**src/include/param_access_cfg.svh**
```systemverilog
// Constants for the indirect parameter access unit: offsets, fields,
// reset values, error codes and timing counts.
// Assumes a 50 MHz mclk and a 16-entry parameter table.
`ifndef PARAM_ACCESS_CFG_SVH
`define PARAM_ACCESS_CFG_SVH

`define NPARAM 16
`define NAME_LEN 20
`define REG_BASE 16'h0100
`define ENTER_SAVE_REG 16'h0900
`define ACCEPT_RAM_REG 16'h0910

`define IDX_ID_UPPER 4'h0
`define IDX_ID_LOWER 4'h1
`define IDX_COMMIT_SEL 4'h2
`define IDX_PROTOCOL 4'h3
`define IDX_IN6_FUNC 4'h4
`define IDX_BAUD 4'h5

`define ID_UPPER_MAX 16'h003f
`define COMMIT_SEL_MAX 16'h0001
`define PROTOCOL_MAX 16'h0003
`define BAUD_SEL_MAX 16'h0008
`define SELFTEST_FUNC 16'h0043
`define SELFTEST_PROTOCOL 16'h0000
`define COMMIT_SEL_RST 16'h0001
`define PARAM_RST 16'h0000
`define NAME_CHAR_RST 8'h20

`define ERR_NONE 8'h00
`define ERR_BUSY 8'h03
`define ERR_READ_DENIED 8'h1b
`define ERR_RANGE 8'h25
`define ERR_WRITE_DENIED 8'h28

`define MCLK_HZ 50000000
`define MCLK_MHZ 50
`define NV_SAVE_NS 20000
`define NV_SAVE_CYC ((`NV_SAVE_NS * `MCLK_MHZ) / 1000)
`define LB_GOOD_CNT 4'h8

`define BAUD_R0 1200
`define BAUD_R1 2400
`define BAUD_R2 4800
`define BAUD_R3 9600
`define BAUD_R4 19200
`define BAUD_R5 38400
`define BAUD_R6 57600
`define BAUD_R7 76800
`define BAUD_R8 115200

`define SERVICES_MASK 9'h1ff
`define OBJ_TYPES_MASK 7'h7f

`endif

```
**src/include/param_access_pkg.sv**
```systemverilog
// Types shared by the parameter access unit and its helpers.
// Assumes param_access_cfg.svh on the include path.
`include "param_access_cfg.svh"

package param_access_pkg;
  typedef logic [15:0] word_t;
  typedef word_t param_img_t [`NPARAM];
  typedef logic [7:0] char_t;
  typedef char_t name_t [`NAME_LEN];

  typedef enum logic [3:0] {
    OBJ_ADDR = 4'b0001,
    OBJ_VALUE = 4'b0010,
    OBJ_ACCEPT = 4'b0100,
    OBJ_SAVE = 4'b1000
  } obj_sel_t;

  typedef enum logic [1:0] {
    NV_IDLE = 2'b01,
    NV_WRITE = 2'b10
  } nv_state_t;
endpackage : param_access_pkg

```
**src/rtl/indirect_parameter_access.sv**
```systemverilog
// Indirect parameter access unit: address/value objects, staged writes,
// accept and save commits, refusal codes, identity and self-test mode.
// Assumes the network stack presents one decoded object access per cycle.
`timescale 1ns/1ps
`include "param_access_cfg.svh"

module indirect_parameter_access (
  input wire logic mclk, // System clock, 50 MHz
  input wire logic rst_n, // Sync reset (power cycle), active low
  input wire logic net_req, // Object access pulse
  input wire logic net_wr, // 1 write, 0 read
  input param_access_pkg::obj_sel_t net_obj, // Object selected
  input wire logic [15:0] net_wdata, // Write value
  output logic net_ack, // Answer pulse
  output logic [15:0] net_rdata, // Read value
  output logic [7:0] net_err_code, // 0 or refusal code
  input wire logic name_wr, // Device name character write
  input wire logic [4:0] name_idx, // Name character index
  input wire logic [7:0] name_char, // Name character
  input wire logic write_inhibit, // Writing disabled, e.g. tuning
  input wire logic bus_undervoltage_fault, // DC bus undervoltage
  input wire logic nv_clear, // Load factory defaults into store
  input wire logic lb_rx, // Loopback receive
  output logic lb_tx, // Loopback transmit
  output logic [21:0] instance_id, // Active instance identifier
  output logic [159:0] device_name, // Active name, char 0 low
  output logic test_mode, // Comm self-test active
  output logic test_pass, // Self-test pass indication
  output logic test_comm_error, // Self-test fault indication
  output logic nv_busy, // Saving to non-volatile memory
  output logic [16:0] baud_div, // Clocks per bit, selected rate
  output logic mstp_master, // Runs as MS/TP master
  output logic [8:0] services_mask, // Served services
  output logic [6:0] object_types_mask // Supported object types
);
  import param_access_pkg::*;

  function automatic logic [16:0] baud_cycles(input word_t sel);
    unique case (sel[3:0])
      4'h0: baud_cycles = 17'(`MCLK_HZ / `BAUD_R0);
      4'h1: baud_cycles = 17'(`MCLK_HZ / `BAUD_R1);
      4'h2: baud_cycles = 17'(`MCLK_HZ / `BAUD_R2);
      4'h3: baud_cycles = 17'(`MCLK_HZ / `BAUD_R3);
      4'h4: baud_cycles = 17'(`MCLK_HZ / `BAUD_R4);
      4'h5: baud_cycles = 17'(`MCLK_HZ / `BAUD_R5);
      4'h6: baud_cycles = 17'(`MCLK_HZ / `BAUD_R6);
      4'h7: baud_cycles = 17'(`MCLK_HZ / `BAUD_R7);
      default: baud_cycles = 17'(`MCLK_HZ / `BAUD_R8);
    endcase
  endfunction : baud_cycles

  function automatic logic in_range(input logic [3:0] idx,
                                    input word_t v);
    unique case (idx)
      `IDX_ID_UPPER: in_range = (v <= `ID_UPPER_MAX);
      `IDX_COMMIT_SEL: in_range = (v <= `COMMIT_SEL_MAX);
      `IDX_PROTOCOL: in_range = (v <= `PROTOCOL_MAX);
      `IDX_BAUD: in_range = (v <= `BAUD_SEL_MAX);
      default: in_range = 1'b1;
    endcase
  endfunction : in_range

  word_t addr_r;
  param_img_t work_r;
  param_img_t pend_r;
  param_img_t merged;
  param_img_t stored_img;
  name_t stored_name;
  logic [`NPARAM-1:0] pend_v_r;
  logic boot_r;
  logic ack_r;
  word_t rdata_r;
  logic [7:0] err_r;
  logic [16:0] baud_r;

  // Address decode of the register held in the address object
  wire [15:0] rel = addr_r - `REG_BASE;
  wire is_param = (rel < 16'(`NPARAM));
  wire [3:0] idx = rel[3:0];
  wire is_save_reg = (addr_r == `ENTER_SAVE_REG);
  wire is_accept_reg = (addr_r == `ACCEPT_RAM_REG);
  wire is_writable = is_param || is_save_reg || is_accept_reg;

  // Request classes
  wire wr_addr = net_req && net_wr && (net_obj == OBJ_ADDR);
  wire wr_val = net_req && net_wr && (net_obj == OBJ_VALUE);
  wire rd_val = net_req && !net_wr && (net_obj == OBJ_VALUE);
  wire wr_acc_on = net_req && net_wr && (net_obj == OBJ_ACCEPT)
                   && net_wdata[0];
  wire wr_sav_on = net_req && net_wr && (net_obj == OBJ_SAVE)
                   && net_wdata[0];
  wire wr_cmd_obj = wr_acc_on || wr_sav_on;
  wire lockout = write_inhibit || bus_undervoltage_fault;
  wire val_ok = is_param ? in_range(idx, net_wdata)
                         : (net_wdata == 16'h0000);

  // Busy beats denial, denial beats range
  wire [7:0] wr_err = nv_busy ? `ERR_BUSY :
                      (!is_writable || lockout) ? `ERR_WRITE_DENIED :
                      !val_ok ? `ERR_RANGE :
                      `ERR_NONE;
  wire [7:0] cmd_err = nv_busy ? `ERR_BUSY :
                       lockout ? `ERR_WRITE_DENIED :
                       `ERR_NONE;
  wire wr_good = wr_val && (wr_err == `ERR_NONE);
  wire cmd_good = wr_cmd_obj && (cmd_err == `ERR_NONE);
  wire need_commit = (work_r[`IDX_COMMIT_SEL] != 16'h0000);
  wire stage = wr_good && is_param && need_commit;
  wire direct = wr_good && is_param && !need_commit;
  wire commit_ram = (wr_good && is_accept_reg) ||
                    (cmd_good && wr_acc_on);
  wire commit_save = (wr_good && is_save_reg) ||
                     (cmd_good && wr_sav_on);
  wire commit_any = commit_ram || commit_save;

  // Working image with all pending values applied
  always_comb begin
    for (int i = 0; i < `NPARAM; i++) begin
      merged[i] = pend_v_r[i] ? pend_r[i] : work_r[i];
    end
  end

  wire [7:0] ans_err = wr_val ? wr_err :
                       wr_cmd_obj ? cmd_err :
                       (rd_val && !is_param) ? `ERR_READ_DENIED :
                       `ERR_NONE;
  wire [15:0] ans_data = (net_obj == OBJ_ADDR) ? addr_r :
                         (net_obj == OBJ_VALUE && is_param) ? work_r[idx] :
                         16'h0000;

  nv_param_store u_nv (
    .mclk(mclk),
    .rst_n(rst_n),
    .nv_clear(nv_clear),
    .save_req(commit_save),
    .save_img(merged),
    .name_wr(name_wr),
    .name_idx(name_idx),
    .name_char(name_char),
    .stored_img(stored_img),
    .stored_name(stored_name),
    .busy(nv_busy)
  );

  loopback_tester u_lb (
    .mclk(mclk),
    .rst_n(rst_n),
    .enable(test_mode),
    .lb_rx(lb_rx),
    .lb_tx(lb_tx),
    .pass(test_pass),
    .comm_error(test_comm_error)
  );

  // Answer path, one cycle after each request
  always_ff @(posedge mclk) begin
    if (!rst_n) begin
      ack_r <= 1'b0;
      rdata_r <= 16'h0000;
      err_r <= `ERR_NONE;
      addr_r <= 16'h0000;
    end else begin
      ack_r <= net_req;
      if (net_req) begin
        rdata_r <= net_wr ? 16'h0000 : ans_data;
        err_r <= ans_err;
      end
      if (wr_addr) begin
        addr_r <= net_wdata;
      end
    end
  end

  // Working memory reloads from the saved image at power-up
  always_ff @(posedge mclk) begin
    if (!rst_n) begin
      work_r <= stored_img;
      pend_v_r <= '0;
    end else if (commit_any) begin
      work_r <= merged;
      pend_v_r <= '0;
    end else begin
      if (stage) begin
        pend_r[idx] <= net_wdata;
        pend_v_r[idx] <= 1'b1;
      end
      if (direct) begin
        work_r[idx] <= net_wdata;
      end
    end
  end

  // Identity and test mode are caught once, just after power-up
  always_ff @(posedge mclk) begin
    if (!rst_n) begin
      boot_r <= 1'b1;
      instance_id <= 22'h000000;
      device_name <= '0;
      test_mode <= 1'b0;
    end else if (boot_r) begin
      boot_r <= 1'b0;
      instance_id <= {work_r[`IDX_ID_UPPER][5:0],
                      work_r[`IDX_ID_LOWER]};
      for (int k = 0; k < `NAME_LEN; k++) begin
        device_name[k*8 +: 8] <= stored_name[k];
      end
      test_mode <= (work_r[`IDX_IN6_FUNC] == `SELFTEST_FUNC) &&
                   (work_r[`IDX_PROTOCOL] == `SELFTEST_PROTOCOL);
    end
  end

  // Rate follows the working value one cycle later, so an accepted change applies without a power cycle
  always_ff @(posedge mclk) begin
    if (!rst_n) begin
      baud_r <= 17'(`MCLK_HZ / `BAUD_R0);
    end else begin
      baud_r <= baud_cycles(work_r[`IDX_BAUD]);
    end
  end

  assign net_ack = ack_r;
  assign net_rdata = rdata_r;
  assign net_err_code = err_r;
  assign baud_div = baud_r;
  assign mstp_master = 1'b1;
  assign services_mask = `SERVICES_MASK;
  assign object_types_mask = `OBJ_TYPES_MASK;
endmodule : indirect_parameter_access

```
**src/rtl/loopback_tester.sv**
```systemverilog
// Serial loopback self-test: drives a pseudo-random bit stream and
// checks it back the same cycle through external transmit-receive wiring.
`timescale 1ns/1ps
`include "param_access_cfg.svh"

module loopback_tester (
  input wire logic mclk, // System clock
  input wire logic rst_n, // Sync reset, active low
  input wire logic enable, // Test mode active
  input wire logic lb_rx, // Looped-back receive bit
  output logic lb_tx, // Transmit bit
  output logic pass, // Loopback healthy
  output logic comm_error // Fault seen, sticky
);
  logic [7:0] lfsr_r;
  logic [3:0] good_r;
  logic err_r;
  logic tx_r;
  wire fb = lfsr_r[7] ^ lfsr_r[5] ^ lfsr_r[4] ^ lfsr_r[3];
  wire mismatch = enable && (lb_rx != tx_r);

  always_ff @(posedge mclk) begin
    if (!rst_n) begin
      lfsr_r <= 8'h01;
      tx_r <= 1'b0;
      good_r <= 4'h0;
      err_r <= 1'b0;
    end else if (enable) begin
      lfsr_r <= {lfsr_r[6:0], fb};
      tx_r <= lfsr_r[7];
      if (mismatch) begin
        err_r <= 1'b1;
      end else if (good_r != `LB_GOOD_CNT) begin
        good_r <= good_r + 4'h1;
      end
    end
  end

  assign lb_tx = tx_r;
  assign comm_error = err_r;
  assign pass = enable && !err_r && (good_r == `LB_GOOD_CNT);
endmodule : loopback_tester

```
**src/rtl/nv_param_store.sv**
```systemverilog
// Non-volatile image of the parameter table and the device name.
// Contents survive rst_n (a power cycle); only nv_clear loads defaults.
`timescale 1ns/1ps
`include "param_access_cfg.svh"

module nv_param_store (
  input wire logic mclk, // System clock
  input wire logic rst_n, // Sync reset, active low
  input wire logic nv_clear, // Load factory defaults
  input wire logic save_req, // Store image pulse
  input param_access_pkg::param_img_t save_img, // Image to store
  input wire logic name_wr, // Name character write
  input wire logic [4:0] name_idx, // Character index
  input wire logic [7:0] name_char, // Character value
  output param_access_pkg::param_img_t stored_img, // Saved image
  output param_access_pkg::name_t stored_name, // Saved name
  output logic busy // Save in progress
);
  import param_access_pkg::*;

  nv_state_t state_r;
  logic [10:0] cnt_r;
  wire cnt_done = (cnt_r == 11'h001);

  // Data array is deliberately not reset
  always_ff @(posedge mclk) begin
    if (nv_clear) begin
      for (int i = 0; i < `NPARAM; i++) begin
        stored_img[i] <= (i == int'(`IDX_COMMIT_SEL)) ?
                         `COMMIT_SEL_RST : `PARAM_RST;
      end
      for (int j = 0; j < `NAME_LEN; j++) begin
        stored_name[j] <= `NAME_CHAR_RST;
      end
    end else begin
      if (save_req && state_r == NV_IDLE) begin
        stored_img <= save_img;
      end
      if (name_wr && name_idx < 5'(`NAME_LEN)) begin
        stored_name[name_idx] <= name_char;
      end
    end
  end

  always_ff @(posedge mclk) begin
    if (!rst_n) begin
      state_r <= NV_IDLE;
      cnt_r <= 11'h000;
    end else begin
      unique case (state_r)
        NV_IDLE: begin
          if (save_req) begin
            state_r <= NV_WRITE;
            cnt_r <= 11'(`NV_SAVE_CYC);
          end
        end
        NV_WRITE: begin
          cnt_r <= cnt_r - 11'h001;
          if (cnt_done) begin
            state_r <= NV_IDLE;
          end
        end
      endcase
    end
  end

  assign busy = (state_r == NV_WRITE);
endmodule : nv_param_store
```
**config.mk**
```make
export PLATFORM = sky130hd
export DESIGN_NAME = indirect_parameter_access
export DESIGN_NICKNAME = d
export VERILOG_FILES = /design/src/include/param_access_pkg.sv /design/src/rtl/indirect_parameter_access.sv /design/src/rtl/loopback_tester.sv /design/src/rtl/nv_param_store.sv
export VERILOG_INCLUDE_DIRS = /design/src /design/src/include
export SDC_FILE = /design/constraint.sdc
export NUM_CORES = 2
export LEC_CHECK = 0
export BUFFER_PORTS_ARGS = -buffer_cell sky130_fd_sc_hd__clkbuf_2
export CORE_MARGIN = 2
export CORE_UTILIZATION = 45
export DETAILED_ROUTE_END_ITERATION = 6
export GPL_TIMING_DRIVEN = 1
export PLACE_DENSITY = 0.64
export SETUP_SLACK_MARGIN = 0.4
export SLEW_MARGIN = 0
export SYNTH_ARGS = -nofsm -noshare
export SYNTH_HDL_FRONTEND = slang
export SYNTH_SLANG_ARGS = --single-unit
```
**constraint.sdc**
```tcl
create_clock -name mclk -period 4.05 [get_ports mclk]
set_input_delay 0.405 -clock mclk [delete_from_list [all_inputs] [get_ports mclk]]
set_output_delay 0.405 -clock mclk [all_outputs]
set_load 0.05 [all_outputs]
```
==> results.sh <==
export IMPL_yosys_area_top_type_share_pct=30.0
export IMPL_outcome="finished, final reports clean"
export IMPL_drt_iter0_markers=3942
export IMPL_grt_pass1_vias=35500
export IMPL_path_buf_inv=3
export IMPL_arrival_ps=4120
export IMPL_tightest_slew_ps=1220
export IMPL_hold_path_class="in -> reg"
export IMPL_gr_usage_met3_pct=4.73
export IMPL_rsz0062_at_grt="false"
export IMPL_gp_congestion=0.860
export IMPL_ir_drop_v=0.000405
export IMPL_die_height_um=342
export IMPL_htreeDepth=4
export IMPL_wl_per_cell_um=22.7
export IMPL_max_freq_ghz=0.286
export IMPL_cp_required_ps=4670
export IMPL_gr_total_overflow=0
export IMPL_grtUsageMet2_pct=37.6
export IMPL_period_share_pct=86.3
export IMPL_io_buffer_count=267
export IMPL_finalHoldViolCount=0
export IMPL_pre_cts_slack_ps=220
export IMPL_p_total_uw=26800
export IMPL_antennaDiodeCount=0
export IMPL_slowest_delay_ps=500
export IMPL_numCtsBuffers=135
export IMPL_p_leak_uw=0.0208
export IMPL_syn_area_per_cell_um2=10.6
export IMPL_p_clk_share_pct=44.8
export IMPL_seqPwrFrac_pct=49.4
export IMPL_setup_viol=0
export IMPL_crit_fanout=5
export IMPL_dr_pass1_iters=6
export IMPL_crit_chain="nor4_1 -> nand4_1 -> buf_4 -> or3_1 -> a21oi_1 -> a21oi_2 -> o41ai_2 -> buf_4 -> inv_1 -> ha_1 -> mux2_4"
export IMPL_start_util_pct=45.5
export IMPL_yosys_warnings=0
export IMPL_cts_root_buf="clkbuf_16"
export IMPL_fin_nets=4990
export IMPL_setup_ws_ps=554
export IMPL_finalMaxSlewViolations=0
export IMPL_end_kind="flop"
export IMPL_antenna_left=0
export IMPL_clkLatencyLatePin_ps=750
export IMPL_pwr_share_comb_pct=5.8
export IMPL_synth_cells=4817
export IMPL_cp_top_family="simple AND/OR/NAND/NOR gates"
export IMPL_tritoncts="built"
export IMPL_synth_area_leaders="edfxtp_1 30%, dfxtp_1 28%, mux2i_1 11%"
export IMPL_grt_pass1_wl_mm=223
export IMPL_final_cell_mix="1148 x nor2_1, 711 x dfxtp_1, 553 x mux2i_1"
export IMPL_synth_edf_count=512
export IMPL_cts_sinks=1226
export IMPL_p_int_uw=20400
export IMPL_grt_util_met1_pct=35.2
export IMPL_netlist_area_um2=51300
export IMPL_period_needed_ps=3500
export IMPL_path_clk_slew_ps=60
export IMPL_synth_seq_cells=1226
export IMPL_std_cell_rows=123
export IMPL_area_delta_synth_final_pct=14.4
export IMPL_wirelength_mm=149
export IMPL_final_common_cell="nor2_1"
export IMPL_drv_cap=0
export IMPL_p_sw_uw=6420
export IMPL_power_switching_share_pct=23.9
export IMPL_antenna_found_initial=1
export IMPL_relSlewSlack_pct=18.4
export IMPL_vias=38000
export IMPL_ys_seq_area_share_pct=57.8
export IMPL_drc=0
export IMPL_fin_setup_tns_ps=0
export IMPL_viasPerCell=5.80
export IMPL_grt_max_degree=217
export IMPL_whs_path_depth=2
export IMPL_finClkSkew_ps=25.8
export IMPL_ys_types=66
export IMPL_synthArstFlopShare_pct=0
export IMPL_reg2reg_depth=11
export IMPL_worst_path_most_repeated_cell="buf_4"
export IMPL_cpMaxStageDelayCell="edfxtp_1"
export IMPL_grt_use_total_pct=24.8
export IMPL_core_um2=113000
export IMPL_die_x_um=342
export IMPL_start_kind="flop"
export IMPL_p_per_area_nw_per_um2=458
export IMPL_synth_main_ff_cell="dfxtp_1"
export IMPL_clock_path_buffers=3
export IMPL_hpwl_mm=90.2
export IMPL_dieArea_um2=117000
export IMPL_synth_area_leader_cell="edfxtp_1"
export IMPL_crit_type="reg -> reg"
export IMPL_cp_depth=11
export IMPL_top_usage_layer="met2"
export IMPL_drive_gt1_share_pct=14.3
export IMPL_io_pin_count=288
## final cells by class
type	instances	area [um^2]
Clock buffer	197	3800
Multi-Input combinational cell	3140	19900
Inverter	22	90.1
Timing Repair Buffer	413	2790
Sequential cell	1226	29700
Clock inverter	51	517
Tap cell	1500	1880
Fill cell	9863	54100
## synth_stat cells (all sizes together), types with 7 or more instances
cell,n
a211o,17
a211oi,260
a21oi,362
a22oi,16
a311oi,10
a31oi,259
and2,12
and3,19
buf,95
clkbuf,352
dfxtp,714
edfxtp,512
ha,10
inv,21
mux2i,553
mux4,79
nand2,145
nand2b,10
nand3,61
nand4,8
nor2,1149
nor2b,10
nor3,16
nor4,13
nor4b,7
o21ai,35
or3,8
## worst paths after layout
path / from / to / slack [ps]
worst max-delay path: work_r[212] / flop / 550
worst min-delay path: rst_n / u_lb.lfsr_r[0] / 40
worst max register to register: work_r[212] / flop / 550
worst min register to register: flop / baud_div[12] / 420
## stage by stage
step	hold slack [ps]	utilization, %	cell area [um^2]	std cells
floorplan	384	-	51400	4835
global placement	417	48.1	54300	6299
detailed placement	410	48.1	54300	6299
CTS	35.6	52.0	58700	6549
global route	80.2	52.0	58700	6549
finish	43.6	52.0	58700	6549
## kinds of logic after synthesis
| logic type | synth area share [%] |
|---|---|
| AOI/OAI and AO/OA | 11.9 |
| xor gates and xnor gates | 0.154 |
| adders and majority gates | 0.244 |
| buffers and inverters | 3.70 |
| DFF | 57.8 |
| muxes | 14.3 |
| other | 0.0146 |
| and+or+nand+nor | 11.8 |
## registers in the layout, summed over array words and instances (netlist names), 2 cells and up, named ones only
signal / cells
instance_id: 22
pend_v_r: 16
u_nv.stored_name: 160
u_nv.cnt_r: 11
u_lb.good_r: 4
u_nv.stored_img: 256
work_r: 256
pend_r: 256
baud_div: 16
u_nv.state_r: 2
u_lb.lfsr_r: 8
addr_r: 16
device_name: 160
net_err_code: 6
net_rdata: 16
## what timing repair did
action,CTS,global route
hold endpoints to repair,3,0
resized for setup,0,4
setup buffers,0,0
endpoints found under the setup margin,0,5
hold buffers,2,0
## metal layers
metal / up-vias / routed length (um)
li1: 17600 / -
met2: 1723 / 65600
met5: - / 0
met1: 18400 / 64500
met3: 271 / 13600
met4: 0 / 4970
## power groups by stage
stage                     Clock (uW)  Combinational (uW)  Sequential [uW]
final                          12000                1570            13300
after global routing           12700                1660            13300
after CTS                      12200                1550            13300
after detailed placement           0                1550            13500
after global placement             0                1530            13500
after floorplan                    0                 867            13600
(Power assumes the default switching activity.)
